`config.mk`:
```
export PLATFORM = sky130hd
export DESIGN_NAME = mod_decode
export DESIGN_NICKNAME = d
export VERILOG_FILES = /design/src/verilog/mod_pkg.sv /design/src/verilog/mod_decode.sv /design/src/verilog/mod_phase_gen.sv
export SDC_FILE = /design/constraint.sdc
export NUM_CORES = 1
export LEC_CHECK = 0
export ABC_CLOCK_PERIOD_IN_PS = 3400
export BUFFER_PORTS_ARGS = -buffer_cell sky130_fd_sc_hd__buf_2
export CAP_MARGIN = 20
export CORE_MARGIN = 3
export CORE_UTILIZATION = 55
export CTS_CLUSTER_DIAMETER = 60
export DETAILED_ROUTE_END_ITERATION = 6
export GPL_ROUTABILITY_DRIVEN = 0
export MAX_ROUTING_LAYER = met4
export PLACE_DENSITY = 0.84
export SETUP_SLACK_MARGIN = 0.1
export SLEW_MARGIN = 40
export SYNTH_ARGS = -nofsm -noshare
export SYNTH_HDL_FRONTEND = slang
export SYNTH_HIERARCHICAL = 1
export SYNTH_SLANG_ARGS = --single-unit
```
`constraint.sdc`:
```
create_clock -name core_clk_i -period 3.4 [get_ports core_clk_i]
set_input_delay 0 -clock core_clk_i [delete_from_list [all_inputs] [get_ports core_clk_i]]
set_output_delay 0 -clock core_clk_i [all_outputs]
set_load 0.05 [all_outputs]
```
`src/verilog/mod_pkg.sv`:
```
/*
  package for the move/or instruction subset decoder: opcode patterns, field positions, phase codes, reset values.
  assumes one core clock with a quarter-phase sequencer and banked data memory with one-cycle read data.
*/
package mod_pkg;
  localparam logic [5:0] OP_OR_FILE = 6'h04;
  localparam logic [5:0] OP_MOVE_FILE = 6'h14;
  localparam logic [6:0] OP_STORE_ACC = 7'h37;
  localparam logic [7:0] OP_LOAD_BANK = 8'h01;
  localparam logic [7:0] OP_LOAD_ACC = 8'h0E;
  localparam logic [9:0] OP_LOAD_PTR = 10'h3B8;
  localparam logic [3:0] OP_MOVE_FF = 4'hC;
  localparam logic [3:0] OP_SECOND_WORD = 4'hF;
  localparam logic [7:0] PTR_SECOND_PREFIX = 8'hF0;
  localparam logic [1:0] PTR_INDEX_MAX = 2'h2;
  localparam logic [7:0] INDEXED_LIMIT = 8'h5F;
  localparam logic [7:0] ACCESS_SPLIT = 8'h80;
  localparam logic [3:0] ACCESS_HIGH_BANK = 4'hF;
  localparam int DEST_BIT = 9;
  localparam int ACCESS_BIT = 8;
  localparam logic [7:0] BYTE_RESET = 8'h00;
  localparam logic [11:0] ADDR_RESET = 12'h000;
  typedef enum logic [3:0] {
    PH_Q1 = 4'h1,
    PH_Q2 = 4'h2,
    PH_Q3 = 4'h4,
    PH_Q4 = 4'h8
  } mod_phase_type;
  typedef enum logic [4:0] {
    ST_FETCH = 5'h01,
    ST_PTR_LOW = 5'h02,
    ST_FF_DEST = 5'h04,
    ST_FF_SKIP = 5'h08,
    ST_IDLE = 5'h10
  } mod_state_type;
endpackage
```
`src/verilog/mod_decode.sv`:
```
/*
  decoder and executor for the or/move/literal/pointer-load subset of an 8-bit core.
  assumes program word is taken at the q4 edge of each instruction cycle and data memory read data is valid
  the phase after the read address is presented. other opcodes are passed through as unhandled.
*/
`timescale 1ns/10ps
module mod_decode (
  input wire logic core_clk_i,
  input wire logic rst_i,
  input wire logic [15:0] instr_i,
  input wire logic ext_set_en_i,
  input wire logic skip_i,
  input wire logic [7:0] mem_rdata_i,
  output logic [11:0] mem_addr_o,
  output logic mem_rd_o,
  output logic mem_wr_o,
  output logic [7:0] mem_wdata_o,
  output logic indexed_mode_o,
  output logic [7:0] accum_o,
  output logic [7:0] bank_select_reg_o,
  output logic flag_neg_o,
  output logic flag_zero_o,
  output logic [11:0] indirect_pointer0_o,
  output logic [11:0] indirect_pointer1_o,
  output logic [11:0] indirect_pointer2_o,
  output logic unhandled_o,
  output logic cycle_end_o,
  output mod_pkg::mod_phase_type phase_o
);
  mod_pkg::mod_state_type state;
  logic [15:0] ir;
  logic [7:0] result;
  logic [7:0] read_data;
  logic [7:0] write_value;
  logic [1:0] ptr_sel;
  logic [3:0] ptr_high;
  logic [11:0] file_addr;
  logic [11:0] next_addr;
  logic is_or, is_move_file, is_store, is_bank, is_lit, is_ptr, is_ff;
  logic use_access, use_indexed;

  // --------------------------------
  // phase sequencer
  // --------------------------------
  mod_phase_gen u_phase (
    .core_clk_i(core_clk_i),
    .rst_i(rst_i),
    .phase_o(phase_o)
  );

  // --------------------------------
  // opcode decode
  // --------------------------------
  assign is_or = (ir[15:10] == mod_pkg::OP_OR_FILE);
  assign is_move_file = (ir[15:10] == mod_pkg::OP_MOVE_FILE);
  assign is_store = (ir[15:9] == mod_pkg::OP_STORE_ACC);
  assign is_bank = (ir[15:8] == mod_pkg::OP_LOAD_BANK);
  assign is_lit = (ir[15:8] == mod_pkg::OP_LOAD_ACC);
  assign is_ptr = (ir[15:6] == mod_pkg::OP_LOAD_PTR) && (ir[5:4] <= mod_pkg::PTR_INDEX_MAX);
  assign is_ff = (ir[15:12] == mod_pkg::OP_MOVE_FF);
  assign use_access = !ir[mod_pkg::ACCESS_BIT];
  assign use_indexed = use_access && ext_set_en_i && (ir[7:0] <= mod_pkg::INDEXED_LIMIT);

  // --------------------------------
  // byte address formation
  // --------------------------------
  always_comb begin
    if (!use_access) begin
      file_addr = {bank_select_reg_o[3:0], ir[7:0]};
    end else if (ir[7:0] < mod_pkg::ACCESS_SPLIT) begin
      file_addr = {4'h0, ir[7:0]};
    end else begin
      file_addr = {mod_pkg::ACCESS_HIGH_BANK, ir[7:0]};
    end
  end

  always_comb begin
    next_addr = file_addr;
    if (state == mod_pkg::ST_FF_DEST || (state == mod_pkg::ST_FETCH && is_ff)) begin
      next_addr = ir[11:0];
    end
  end

  // --------------------------------
  // instruction register, state
  // --------------------------------
  always_ff @(posedge core_clk_i) begin
    if (rst_i) begin
      ir <= 16'h0000;
      state <= mod_pkg::ST_FETCH;
    end else if (phase_o == mod_pkg::PH_Q4) begin
      ir <= instr_i;
      case (state)
        mod_pkg::ST_FETCH: begin
          if (is_ptr) begin
            state <= mod_pkg::ST_PTR_LOW;
          end else if (is_ff) begin
            state <= mod_pkg::ST_FF_DEST;
          end else if (skip_i) begin
            state <= mod_pkg::ST_FF_SKIP;
          end
        end
        mod_pkg::ST_FF_SKIP: begin
          if (is_ff || is_ptr) begin
            state <= mod_pkg::ST_IDLE;
          end else begin
            state <= skip_i ? mod_pkg::ST_FF_SKIP : mod_pkg::ST_FETCH;
          end
        end
        default: state <= skip_i ? mod_pkg::ST_FF_SKIP : mod_pkg::ST_FETCH;
      endcase
    end
  end

  // --------------------------------
  // operand read and process
  // --------------------------------
  always_ff @(posedge core_clk_i) begin
    if (rst_i) begin
      read_data <= mod_pkg::BYTE_RESET;
    end else if (phase_o == mod_pkg::PH_Q3 && state == mod_pkg::ST_FETCH) begin
      read_data <= mem_rdata_i;
    end
  end

  always_comb begin
    result = read_data;
    if (is_or) begin
      result = accum_o | read_data;
    end else if (is_store) begin
      result = accum_o;
    end
  end

  // or/move write data is taken from the live read bus, read_data only lands at the same edge
  always_comb begin
    write_value = mem_rdata_i;
    if (state == mod_pkg::ST_FF_DEST) begin
      write_value = read_data;
    end else if (is_or) begin
      write_value = accum_o | mem_rdata_i;
    end else if (is_store) begin
      write_value = accum_o;
    end
  end

  // --------------------------------
  // memory strobes
  // --------------------------------
  logic active;
  assign active = (state == mod_pkg::ST_FETCH) || (state == mod_pkg::ST_PTR_LOW) || (state == mod_pkg::ST_FF_DEST);
  assign mem_rd_o = (phase_o == mod_pkg::PH_Q2) && (state == mod_pkg::ST_FETCH) &&
    (is_or || is_move_file || is_ff);
  assign mem_wr_o = (phase_o == mod_pkg::PH_Q4) && (((state == mod_pkg::ST_FETCH) &&
    ((is_or || is_move_file) && ir[mod_pkg::DEST_BIT] || is_store)) || (state == mod_pkg::ST_FF_DEST));
  assign cycle_end_o = (phase_o == mod_pkg::PH_Q4);
  assign unhandled_o = active && (state == mod_pkg::ST_FETCH) &&
    !(is_or || is_move_file || is_store || is_bank || is_lit || is_ptr || is_ff);

  always_ff @(posedge core_clk_i) begin
    if (rst_i) begin
      mem_addr_o <= mod_pkg::ADDR_RESET;
      indexed_mode_o <= 1'b0;
    end else if (phase_o == mod_pkg::PH_Q1) begin
      mem_addr_o <= next_addr;
      indexed_mode_o <= (is_or || is_move_file || is_store) && use_indexed && (state == mod_pkg::ST_FETCH);
    end
  end

  always_ff @(posedge core_clk_i) begin
    if (rst_i) begin
      mem_wdata_o <= mod_pkg::BYTE_RESET;
    end else if (phase_o == mod_pkg::PH_Q3) begin
      mem_wdata_o <= write_value;
    end
  end

  // --------------------------------
  // core registers and flags
  // --------------------------------
  always_ff @(posedge core_clk_i) begin
    if (rst_i) begin
      accum_o <= mod_pkg::BYTE_RESET;
      bank_select_reg_o <= mod_pkg::BYTE_RESET;
      flag_neg_o <= 1'b0;
      flag_zero_o <= 1'b0;
    end else if (phase_o == mod_pkg::PH_Q4 && state == mod_pkg::ST_FETCH) begin
      if ((is_or || is_move_file) && !ir[mod_pkg::DEST_BIT]) begin
        accum_o <= result;
      end
      if (is_or || is_move_file) begin
        flag_neg_o <= result[7];
        flag_zero_o <= (result == 8'h00);
      end
      if (is_lit) begin
        accum_o <= ir[7:0];
      end
      if (is_bank) begin
        bank_select_reg_o <= {4'h0, ir[3:0]};
      end
    end
  end

  // --------------------------------
  // pointer load
  // --------------------------------
  always_ff @(posedge core_clk_i) begin
    if (rst_i) begin
      ptr_sel <= 2'h0;
      ptr_high <= 4'h0;
      indirect_pointer0_o <= mod_pkg::ADDR_RESET;
      indirect_pointer1_o <= mod_pkg::ADDR_RESET;
      indirect_pointer2_o <= mod_pkg::ADDR_RESET;
    end else if (phase_o == mod_pkg::PH_Q4) begin
      if (state == mod_pkg::ST_FETCH && is_ptr) begin
        ptr_sel <= ir[5:4];
        ptr_high <= ir[3:0];
        case (ir[5:4])
          2'h0: indirect_pointer0_o[11:8] <= ir[3:0];
          2'h1: indirect_pointer1_o[11:8] <= ir[3:0];
          default: indirect_pointer2_o[11:8] <= ir[3:0];
        endcase
      end else if (state == mod_pkg::ST_PTR_LOW && ir[15:8] == mod_pkg::PTR_SECOND_PREFIX) begin
        case (ptr_sel)
          2'h0: indirect_pointer0_o <= {ptr_high, ir[7:0]};
          2'h1: indirect_pointer1_o <= {ptr_high, ir[7:0]};
          default: indirect_pointer2_o <= {ptr_high, ir[7:0]};
        endcase
      end
    end
  end
endmodule

```
`src/verilog/mod_phase_gen.sv`:
```
/*
  four-phase sequencer: steps one phase per core clock.
  assumes synchronous active-high reset.
*/
`timescale 1ns/10ps
module mod_phase_gen (
  input wire logic core_clk_i,
  input wire logic rst_i,
  output mod_pkg::mod_phase_type phase_o
);
  // --------------------------------
  // phase rotation
  // --------------------------------
  always_ff @(posedge core_clk_i) begin
    if (rst_i) begin
      phase_o <= mod_pkg::PH_Q1;
    end else begin
      case (phase_o)
        mod_pkg::PH_Q1: phase_o <= mod_pkg::PH_Q2;
        mod_pkg::PH_Q2: phase_o <= mod_pkg::PH_Q3;
        mod_pkg::PH_Q3: phase_o <= mod_pkg::PH_Q4;
        default: phase_o <= mod_pkg::PH_Q1;
      endcase
    end
  end
endmodule

```
== Yosys cells after proc, flatten, opt, wreduce, memory -nomap -nowiden ==
Index checks and enable logic that the tools add are counted.
Widths: inputs -> output; s select.

* $add $sub $neg: 0
* Multiply operators: 0
* Divide/modulo/power cells: 0
* Order comparisons: 3
* Equality and inequality tests: 23
* Shifts and indexed selects: 0
* Multiplexer cells: 29
* Bitwise logic cells: 4
* Reduce and logical (&&, ||, !) cells: 54

{| class="wikitable"
|+ Operator list
! kind !! count
|-
| $mux 12 || 9
|-
| $mux 8 || 7
|-
| $mux 4 || 7
|-
| $reduce_and 4->1 || 6
|-
| $mux 5 || 4
|-
| $logic_and 1x1->1 || 18
|-
| $or 8x8->8 || 2
|-
| $logic_or 1x1->1 || 13
|-
| $pmux 4 s3 || 1
|-
| $eq 10x10->1 const B || 1
|-
| $pmux 5 s2 || 1
|-
| $reduce_and 2->1 || 5
|-
| $eq 4x4->1 const B || 2
|-
| $eq 8x1->1 const B || 1
|-
| $eq 8x4->1 const B || 1
|-
| $eq 8x8->1 const B || 1
|-
| $le 8x7->1 const B || 1
|-
| $logic_not 8->1 || 1
|-
| $lt 8x8->1 const B || 1
|-
| $reduce_bool 2->1 || 4
|-
| $eq 7x6->1 const B || 1
|-
| $eq 6x3->1 const B || 1
|-
| $eq 6x5->1 const B || 1
|-
| $ne 2x1->1 const B || 3
|-
| other kinds (15) || 21
|}

* Flip-flop bits (word level): 110
* Bits in latches: 0
* RAM bits: 0
* Bits in read-only memories: 0
* Bits of input ports: 28
* Output and inout port bits: 83
* Logic and storage cells: 132
* Memories kept: 0

== Longest topological paths before layout ==
Gate-level depths: netlist of the first run.

* Depth after elaboration: 9
* Mapped depth: 8
* Mapped depth without buffers: 6

== Modules after synthesis ==
The synthesis of the first run kept the hierarchy.

{| class="wikitable"
|+ Modules (own cells, without submodules)
! module !! times used !! cells an instance !! area an instance (um^2)
|-
| mod_decode || 1 || 580 || 4758.3
|-
| mod_phase_gen || 1 || 12 || 142.6
|}

== Worst setup path after synthesis of the first run ==
OpenSTA, ideal clock, no wires.

* Path kind: reg-to-reg
* Start: reg u_phase.phase_o[3]
* End: reg ir[10]
* Setup time: 0.070 ns
* Data arrival time: 2.491 ns
* Required time: 3.330 ns
* Slack: 0.839 ns
* Stages on the path, launching flop included: 8
* Cells stage by stage: dfxtp_1 or4b_1 clkbuf_1 inv_2 clkbuf_1 buf_2 nand2_1 a21oi_1

* Longest elaborated chain between the ends: 1

{| class="wikitable"
|+ RTL lines
! element !! RTL line !! text
|-
| from (decl) || mod_phase_gen.sv:9 || <nowiki>output mod_pkg::mod_phase_type phase_o</nowiki>
|-
| from (signal assigned) || mod_phase_gen.sv:16 || <nowiki>phase_o <= mod_pkg::PH_Q1;</nowiki>
|-
| from (signal assigned) || mod_phase_gen.sv:19 || <nowiki>mod_pkg::PH_Q1: phase_o <= mod_pkg::PH_Q2;</nowiki>
|-
| from (signal assigned) || mod_phase_gen.sv:20 || <nowiki>mod_pkg::PH_Q2: phase_o <= mod_pkg::PH_Q3;</nowiki>
|-
| $eq 4x4->1 || - ||
|-
| net cycle_end_o || mod_decode.sv:27 || <nowiki>output logic cycle_end_o,</nowiki>
|-
| to (signal assigned) || mod_decode.sv:92 || <nowiki>ir <= instr_i;</nowiki>
|-
| to (decl) || mod_decode.sv:31 || <nowiki>logic [15:0] ir;</nowiki>
|}

The timed path passes the listed nets, and every way through them passes these cells.
A chain may end at the register's enable or synchronous reset.

== Worst setup path in the final report of the first run ==
* Start: reg u_phase.phase_o[1]
* End: reg accum_o[6]

* Longest elaborated chain between the ends: 3

{| class="wikitable"
|+ RTL lines
! element !! RTL line !! text
|-
| $eq 4x4->1 || mod_decode.sv:187 || <nowiki>end else if (phase_o == mod_pkg::PH_Q4 && state == mod_pkg::ST_FETCH) begin</nowiki>
|-
| $logic_and 1x1->1 || mod_decode.sv:187 ||
|-
| $reduce_and 2->1 (no line) || - ||
|-
| to (signal assigned) || mod_decode.sv:183 || <nowiki>accum_o <= mod_pkg::BYTE_RESET;</nowiki>
|-
| to (signal assigned) || mod_decode.sv:189 || <nowiki>accum_o <= result;</nowiki>
|-
| to (signal assigned) || mod_decode.sv:196 || <nowiki>accum_o <= ir[7:0];</nowiki>
|-
| to (decl) || mod_decode.sv:19 || <nowiki>output logic [7:0] accum_o,</nowiki>
|}

Every way passes these cells.

==> impl_metrics.toml, run 1 <==
[cts]
cts.repair.resized = 0
hold_buffers = 26
ctsLongestPathBuffers = 2
clkLatencyLatePin_ns = 0.38
cts_buffers = 9
cts.sinks = 110
post_cts.repair.setup_buffers = 0
cts_root_buf = "clkbuf_8"
cts_tree = "done"
htreeDepth = 3
clk_pin_slew_ns = 0.11

[run_status]
outcome = "finished, final reports clean"

[pwr]
seq_power_share = 0.592
switching_share = 0.2484
intPower_mw = 1.665
p_per_area_nw_per_um2 = 377.9
p_sw_uw = 550.2
power_mw = 2.216
p_comb_frac = 0.075
peakVddDrop_mv = 0.2609
p_leak_nw = 2.346
pwr-share-clk = 0.334

[logic_synthesis]
synth_seq_cells = 110
syn-cell-area_sq_um = 4901
ys_warn_count = 6
synth_enable_flop_cells = 0
ys_seq_area_frac = 0.4493
synth_ff_type = "dfxtp_1"
synthArstFlopShare = 0
syn_inst = 592
syn_avg_cell_area_sq_um = 8.279
synth_cell_types = 57

[critical_path]
path_cells = "or4b_1 -> nor3_1 -> a21boi_1 -> nor2b_1 -> a22o_1"
cpMaxStageDelayCell = "or4b_1"
critPathCaptureType = "flop"
start_kind = "flop"
cpPeakStageDelay_ns = 0.94
worstPathRequired_ns = 3.71
path_max_fanout = 19
cp.arrival_ns = 3.22
path_class = "flop to flop"

[die]
io_pins = 111
rows = 33
coreArea_sq_um = 8423
die_w_um = 100.4
dieArea_sq_um = 10080
initial_core_util = 0.5818
die_y_um = 100.4

[timing]
fmaxAchievable_ghz = 0.3446
worst_slew_pin_slew_ns = 0.8417
setup_viol = 0
rsz0062_at_grt = "false"
finalCriticalPeriod_ns = 2.902
fin_worst_skew_ns = 0.01311
finalCritPeriodShare = 0.8534
setup-tns-final_ns = 0
hold_viol = 0
drv_slew = 0
maxSlewHeadroom = 0.4388

[final_layout]
seq_area_sq_um = 2202
area_delta_synth_final_pct = 19.63
final_util = 0.6961
nets = 728
instances_no_fill = 810
drive_gt1_frac = 0.2057
fillers = 663
multi_input_area_sq_um = 2492
antenna_cells = 0

[routing]
avgViaCountPerCell = 6.031
wl_um = 13840
wl_met3_um = 1113
wl_per_cell_um = 17.08
ant_nets = 0
wl_met1_um = 5721
first_pass_iters = 5
route.detailed.drc = 0
met2_length_um = 6574
first_iter_violations = 445
maxUsedRoutingLayer = "met4"
routed-via-count = 4885

[hold_path]
min_path_type = "input pin to flop"

[place]
hpwl_um = 9326
dp_cells = 768
port_buffers = 106

[global_routing]
first_global_vias = 4509
grt_pass1_wl_um = 22010
antenna_found_initial = 0
track_usage = 0.2818
overflow = 0
grt_max_degree = 48

[flow_run]
timing.max_cap.violations = 0
-- layer usage --
layer / up-vias / track usage
met2: 249 / 0.4429
met5: - / -
li1: 2298 / -
met3: 36 / 0.05003
met1: 2302 / 0.3590
met4: 0 / 0.1171
-- worst max-delay path, delay by kind of cell (launching register included) --
kind	cells	cell delay (ns)
and+or+nand+nor	3	1.95
DFF	1	0.43
AOI/OAI and AO/OA	2	0.47
-- layout by cell type, fill, tap and decap left out, drive strengths merged, types with 2 or more instances in the layout --
cell type	synthesis	routed
nand3b	11	11
dfxtp	110	110
mux2i	21	21
and3	5	5
or4	3	3
a221o	3	3
a22oi	2	2
a21oi	82	82
buf	13	113
inv	4	4
xor2	2	2
a31oi	6	6
nand4b	2	2
or2	6	6
nor2b	3	3
a21o	6	6
nor4b	3	3
conb	1	4
nand3	13	13
a22o	8	8
nand2b	3	3
o21ai	31	31
o211ai	4	4
or4b	4	4
a211oi	14	14
nor3	7	7
dlygate4sd3	0	26
nor4	6	6
nand4	2	2
clkbuf	32	14
nor2	52	52
nand2	112	112
or3	5	5
and4bb	2	2
o32ai	4	4
-- registers in the layout, indices dropped and copies added (netlist names) --
name and count:
u_phase/phase_o 4, flag_neg_o 1, indirect_pointer0_o 12, bank_select_reg_o 4, ptr_sel 2, accum_o 8
ir 16, ptr_high 4, mem_addr_o 12, flag_zero_o 1, read_data 8, mem_wdata_o 8
indirect_pointer1_o 12, state 5, indirect_pointer2_o 12, indexed_mode_o 1
-- stage by stage --
step | cell area, sq um | worst slack (ns) | hold WS [ns]
6_report | 5863 | 0.4984 | 0.02245
5_1_grt | 5863 | 0.3327 | 0.02400
4_1_cts | 5863 | 0.6003 | 0.008948
3_5_place_dp | 5424 | 0.6153 | 0.2527
3_3_place_gp | 5424 | 0.7600 | 0.2480
2_1_floorplan | 4912 | 0.8390 | 0.1180
-- cell type report --
type | count | area share
flip-flops and latches | 110 | 0.3756
multi-input cells | 436 | 0.4251
well taps | 105 | 0.02241
repair buffers | 139 | 0.1438
inverters | 4 | 0.002561
clock inverters | 2 | 0.002774
clock buffers | 14 | 0.02774
-- cell families after synthesis --
group                     Yosys count  share of synthesized area
AOI/OAI and AO/OA                 166                     0.2127
other                               1                  0.0007652
DFF                               110                     0.4493
buffers and inverters              49                    0.04570
muxes                              22                    0.04519
and+or+nand+nor                   242                     0.2428
xor gates and xnor gates            2                   0.003575
-- power groups by stage --
stage	logic, mW	clock network (mW)	registers [mW]
floorplan	0.0779	0	1.36
global placement	0.138	0	1.34
detailed placement	0.140	0	1.34
CTS	0.163	0.742	1.31
global route	0.176	0.796	1.31
finish	0.166	0.739	1.31
-- worst paths after layout --
| check | from | to | slack, ns | depth (start not counted) |
|---|---|---|---|---|
| max | u_phase/phase_o[1] | accum_o[6] | 0.50 | 5 |
| min | rst_i | read_data[5] | 0.02 | 2 |
| max reg2reg | u_phase/phase_o[1] | accum_o[6] | 0.50 | 5 |
| min reg2reg | mem_addr_o[0] | mem_addr_o[0] | 0.46 | 2 |
-- cells in the mapped netlist, types with 3 or more instances --
master	instances	area, sq um
a31oi_1	6	37.54
clkbuf_1	32	120.1
a22o_1	8	70.07
dfxtp_1	110	2202
nor4_1	5	31.28
o21ai_0	29	145.1
a211oi_1	14	105.1
nand3_1	13	65.06
o32ai_4	3	82.58
mux2i_1	21	210.2
or4b_1	3	30.03
a21o_1	6	45.04
nand2b_1	3	18.77
buf_1	4	15.01
nand3b_1	11	82.58
nand2_1	112	420.4
or2_2	5	31.28
a221o_1	3	30.03
buf_4	5	37.54
and3_1	5	31.28
or3_1	5	31.28
nor2b_1	3	18.77
nor2_1	51	191.4
or4_1	3	22.52
nor3_1	6	30.03
inv_1	3	11.26
a21oi_1	82	410.4
o211ai_1	4	30.03
Note: power is estimated with default switching activity, not from simulation.
==> run 2, diff against run 1 <==
--- a/config.mk
+++ b/config.mk
@@ -5,16 +5,16 @@
 export SDC_FILE = /design/constraint.sdc
 export NUM_CORES = 1
 export LEC_CHECK = 0
-export ABC_CLOCK_PERIOD_IN_PS = 3400
+export ABC_CLOCK_PERIOD_IN_PS = 2380
 export BUFFER_PORTS_ARGS = -buffer_cell sky130_fd_sc_hd__buf_2
 export CAP_MARGIN = 20
 export CORE_MARGIN = 3
-export CORE_UTILIZATION = 55
+export CORE_UTILIZATION = 35
 export CTS_CLUSTER_DIAMETER = 60
 export DETAILED_ROUTE_END_ITERATION = 6
 export GPL_ROUTABILITY_DRIVEN = 0
 export MAX_ROUTING_LAYER = met4
-export PLACE_DENSITY = 0.84
+export PLACE_DENSITY = 0.61
 export SETUP_SLACK_MARGIN = 0.1
 export SLEW_MARGIN = 40
 export SYNTH_ARGS = -nofsm -noshare
==> constraint.sdc (replaced) <==
create_clock -name core_clk_i -period 2.38 [get_ports core_clk_i]
set_input_delay 0 -clock core_clk_i [delete_from_list [all_inputs] [get_ports core_clk_i]]
set_output_delay 0 -clock core_clk_i [all_outputs]
set_load 0.05 [all_outputs]
==> run 2 against run 1 <==
  * Power grew 72%
  * Combinational power is 63% higher
  * Global-route usage is 9.1 points lower
  * Clock power rose by 130%
  * Via count down 1.4%
  * Utilization fell by 21 points
  * Highest routed layer unchanged
==> impl_metrics.toml, run 2 (synthesis results as in run 1) <==
[routing]
first_iter_violations = 410
wl_um = 14800
routed-via-count = 4819
first_pass_iters = 5
ant_nets = 0
wl_per_cell_um = 16.07
avgViaCountPerCell = 5.232
route.detailed.drc = 0

[global_routing]
first_global_vias = 4567
track_usage = 0.1910
antenna_found_initial = 0
grt_pass1_wl_um = 23560
grt_max_degree = 41
overflow = 0

[pwr]
p_leak_nw = 2.677
p_per_area_nw_per_um2 = 580.3
peakVddDrop_mv = 0.3412

[critical_path]
path_class = "flop to flop"
cp.depth = 7
path_cells = "or4b_4 -> or4_4 -> buf_12 -> nor4b_4 -> buf_6 -> nand2_1 -> a21oi_1"
critPathCaptureType = "flop"
worst_r2r_endpoint = "indirect_pointer1_o[5]"
r2r_start = "state[2]"
rrSetupSlack_ns = 0.08
crit_buf_inv = 2
cpPeakStageDelay_ns = 0.53
startpoint = "state[2]"
cpMaxStageDelayCell = "or4b_4"
worstPathRequired_ns = 2.66
start_kind = "flop"
path_max_fanout = 8
cp.arrival_ns = 2.57
reg2reg_depth = 7
crit_end = "indirect_pointer1_o[5]"
crit_family = "simple AND/OR/NAND/NOR gates"

[final_layout]
final_cell_mix = "nand2_1 (105), buf_2 (105), dfxtp_1 (104)"
max_flop_register = "ir"
largest_reg_flops = 16
nets = 768
antenna_cells = 0
area_delta_synth_final_pct = 33.75
drive_gt1_frac = 0.2913
seq_area_sq_um = 2210
multi_input_area_sq_um = 2587
fillers = 1341
final_util = 0.4873

[die]
initial_core_util = 0.3643
die_y_um = 124.3
io_pins = 111
dieArea_sq_um = 15460
coreArea_sq_um = 13450
die_w_um = 124.3
rows = 42

[cts]
htreeDepth = 3
clk_pin_slew_ns = 0.07
cts_tree = "done"
cts.sinks = 110
cts_root_buf = "clkbuf_16"
clkLatencyLatePin_ns = 0.35
cts_buffers = 9
ctsLongestPathBuffers = 2

[timing]
hold_viol = 0
rsz0062_at_grt = "true"
setup-tns-final_ns = 0
finalCritPeriodShare = 0.9647
fin_worst_skew_ns = 0.009253
finalCriticalPeriod_ns = 2.296
setup_ws_ns = 0.08400
worst_slew_pin_slew_ns = 0.6550
drv_slew = 0
maxSlewHeadroom = 0.5634
fmaxAchievable_ghz = 0.4355
setup_viol = 0

[place]
hpwl_um = 10240
dp_slack_ns = 0.03739
port_buffers = 106

[flow_run]
timing.max_cap.violations = 0

[run_status]
outcome = "finished, final reports clean"

[hold_path]
min_path_type = "input pin to flop"
hold-path-cell-count = 2
-- run 2: worst min-delay path by stage --
stage,slack [ns],endpoint,startpoint
after floorplan,0.12,u_phase/phase_o[0],rst_i
after CTS,0.15,flag_neg_o,rst_i
after global placement,0.25,ir[3],instr_i[3]
after detailed placement,0.25,ir[11],instr_i[11]
final,0.16,flag_neg_o,rst_i
after global routing,0.19,flag_neg_o,rst_i
-- run 2: area by class of cell --
cell class | instances | share of cell area
multi-input cells | 436 | 0.3947
well taps | 176 | 0.03359
inverters | 4 | 0.002291
flip-flops and latches | 110 | 0.3371
clock inverters | 3 | 0.009926
repair buffers | 179 | 0.1811
clock buffers | 13 | 0.04123
-- run 2: routing by layer --
layer  routed length, um  global-route usage
met1                6746              0.2421
met2                7118              0.3069
met3                 794             0.04417
met4                 140             0.05351
met5                   0                   -
-- run 2: worst register-to-register path, stage by stage (launching register included) --
cell and delay [ns]:
dfxtp_2 0.34, or4b_4 0.53, or4_4 0.52, buf_12 0.17
nor4b_4 0.27, buf_6 0.19, nand2_1 0.08, a21oi_1 0.13
-- run 2: report_power, final --
group          internal, mW  switching (mW)  total [mW]
registers              1.85         0.00575        1.86
logic                 0.101           0.169       0.270
clock network          1.01           0.669        1.68
total                  2.96           0.843        3.80
-- run 2: per-stage QoR --
step,instance area (sq um),hold WS [ns],total power [mW],cells
global route,6555,0.1944,3.931,921
global placement,5764,0.2513,2.129,870
finish,6555,0.1622,3.804,921
CTS,6409,0.1492,3.822,914
floorplan,4933,0.1178,2.051,595
detailed placement,5764,0.2545,2.133,870
-- run 2: repair_timing --
action | in CTS | in global routing
pin swaps | 2 | 24
buffers inserted | 2 | 6
setup endpoints to repair | 27 | 46
hold endpoints to repair | 26 | 0
gates resized for setup | 9 | 23
gates cloned | 0 | 1
hold buffers | 26 | 0
==> run 3, diff against run 2 <==
--- a/config.mk
+++ b/config.mk
@@ -5,7 +5,7 @@
 export SDC_FILE = /design/constraint.sdc
 export NUM_CORES = 1
 export LEC_CHECK = 0
-export ABC_CLOCK_PERIOD_IN_PS = 2380
+export ABC_CLOCK_PERIOD_IN_PS = 2700
 export BUFFER_PORTS_ARGS = -buffer_cell sky130_fd_sc_hd__buf_2
 export CAP_MARGIN = 20
 export CORE_MARGIN = 3
@@ -13,10 +13,10 @@
 export CTS_CLUSTER_DIAMETER = 60
 export DETAILED_ROUTE_END_ITERATION = 6
 export GPL_ROUTABILITY_DRIVEN = 0
+export HOLD_SLACK_MARGIN = 0.05
 export MAX_ROUTING_LAYER = met4
-export PLACE_DENSITY = 0.61
+export PLACE_DENSITY = 0.59
 export SETUP_SLACK_MARGIN = 0.1
-export SLEW_MARGIN = 40
 export SYNTH_ARGS = -nofsm -noshare
 export SYNTH_HDL_FRONTEND = slang
 export SYNTH_HIERARCHICAL = 1
==> constraint.sdc (replaced) <==
create_clock -name core_clk_i -period 2.7 [get_ports core_clk_i]
set_input_delay 0 -clock core_clk_i [delete_from_list [all_inputs] [get_ports core_clk_i]]
set_output_delay 0 -clock core_clk_i [all_outputs]
set_load 0.05 [all_outputs]
==> run 3 against run 2 <==
  * Power fell by 15%
  * Cell count down 2.3%
  * Clock power decreased by 19%
  * Die area stayed put
  * Critical path type unchanged
==> impl_metrics.toml, run 3 (synthesis results as in run 1) <==
[pwr]
seq_power_share = 0.506
switching_share = 0.2310
pwr-share-clk = 0.420
p_sw_uw = 747.4
p_per_area_nw_per_um2 = 519.1
p_leak_nw = 2.515
intPower_mw = 2.488
power_mw = 3.235
peakVddDrop_mv = 0.4127
p_comb_frac = 0.074

[run_status]
outcome = "finished, final reports clean"

[critical_path]
critPathCaptureType = "flop"
startpoint = "state[3]"
path_class = "flop to flop"
start_kind = "flop"
cp.arrival_ns = 2.73
path_max_fanout = 22
cpPeakStageDelay_ns = 0.57
r2r_start = "state[3]"
cpMaxStageDelayCell = "or4b_1"
path_cells = "or4b_1 -> or4_1 -> buf_4 -> nor4b_4 -> nand2_1 -> a21oi_1"
worstPathRequired_ns = 2.99

[timing]
fin_worst_skew_ns = 0.007438
drv_slew = 0
hold_slack_ns = 0.1603
maxSlewHeadroom = 0.4970
worst_slew_pin_slew_ns = 0.7476
rsz0062_at_grt = "false"
fmaxAchievable_ghz = 0.4097
setup_ws_ns = 0.2594
finalCriticalPeriod_ns = 2.441
setup_viol = 0
finalCritPeriodShare = 0.9039
setup-tns-final_ns = 0
hold_viol = 0

[final_layout]
final_common_cell = "nand2_1"
max_flop_register = "ir"
antenna_cells = 0
final_cell_mix = "nand2_1 (112), dfxtp_1 (110), buf_2 (106)"
largest_reg_flops = 16
drive_gt1_frac = 0.2293
nets = 747
area_delta_synth_final_pct = 27.16

[die]
initial_core_util = 0.3643
dieArea_sq_um = 15460
die_w_um = 124.3
die_y_um = 124.3
io_pins = 111
coreArea_sq_um = 13450
rows = 42

[cts]
cts_buffers = 9
cts_tree = "done"
htreeDepth = 3
cts.sinks = 110
ctsLongestPathBuffers = 2
clkLatencyLatePin_ns = 0.36
cts_root_buf = "clkbuf_16"
clk_pin_slew_ns = 0.07

[routing]
avgViaCountPerCell = 5.302
first_pass_iters = 5
wl_um = 14940
wl_per_cell_um = 16.60
ant_nets = 0
first_iter_violations = 400
route.detailed.drc = 0
routed-via-count = 4772

[place]
dp_slack_ns = 0.2736
hpwl_um = 10280
port_buffers = 106

[flow_run]
timing.max_cap.violations = 0

[hold_path]
hp-start = "rst_i"
min_path_type = "input pin to flop"

[global_routing]
track_usage = 0.1987
grt_max_degree = 52
antenna_found_initial = 0
overflow = 0
first_global_vias = 4662
grt_pass1_wl_um = 24410
==> run 3: cell types whose count changed in the layout (fill, tap and decap cells not counted), moves of 3 or more <==
cell / delta
dfxtp_1: +6
nand2_2: -6
a21oi_2: -9
nand2_1: +7
buf_6: -3
buf_4: -18
a21oi_1: +9
dfxtp_2: -6
==> run 3: path summary, 6_finish.rpt <==
check / end / slack (ns) / cells after the start
min: indexed_mode_o / 0.16 / 2
min reg2reg: mem_wdata_o[0] / 0.45 / 2
max: indirect_pointer1_o[4] / 0.26 / 6
max reg2reg: indirect_pointer1_o[4] / 0.26 / 6
==> run 3: through the flow <==
stage,cells,instance area [sq um],util
after floorplan,595,4912,-
after global placement,858,5668,0.4213
after detailed placement,858,5668,0.4213
after CTS,900,6230,0.4631
after global routing,900,6232,0.4633
final,900,6232,0.4633
==> run 3: per-layer routing <==
| layer | GRT usage | vias up | wire length (um) |
|---|---|---|---|
| met5 | - | - | 0 |
| met4 | 0.06383 | 0 | 335 |
| met3 | 0.04931 | 33 | 831 |
| met2 | 0.3057 | 169 | 6811 |
| met1 | 0.2580 | 2231 | 6965 |
| li1 | - | 2339 | - |
==> run 3: repair_timing <==
item                                    in CTS  in global routing
hold buffers                                26                  0
hold endpoints to repair                    26                  0
resized for setup                            0                  1
setup buffers                                0                  0
endpoints found under the setup margin       0                  1
==> run 3: power groups by stage <==
stage	clock [mW]	sequential (mW)	combinational, mW
after floorplan	0	1.71	0.0981
after CTS	1.39	1.64	0.239
after global placement	0	1.67	0.206
after global routing	1.45	1.64	0.260
final	1.36	1.64	0.240
after detailed placement	0	1.67	0.208
==> run 3: worst max-delay path: cells and delay by family (launching register included) <==
kind                   cells  cell delay (ns)
AOI/OAI and AO/OA          1             0.15
and+or+nand+nor            4             1.61
buffers and inverters      1             0.24
DFF                        1             0.37
==> run 3: layout make-up <==
| class | count | area [sq um] |
|---|---|---|
| Clock buffer | 12 | 256.5 |
| Clock inverter | 4 | 45.04 |
| Timing Repair Buffer | 158 | 998.5 |
| Sequential cell | 110 | 2202 |
| Inverter | 4 | 15.01 |
| Tap cell | 176 | 220.2 |
| Multi-Input combinational cell | 436 | 2495 |
| Fill cell | 1369 | 7221 |
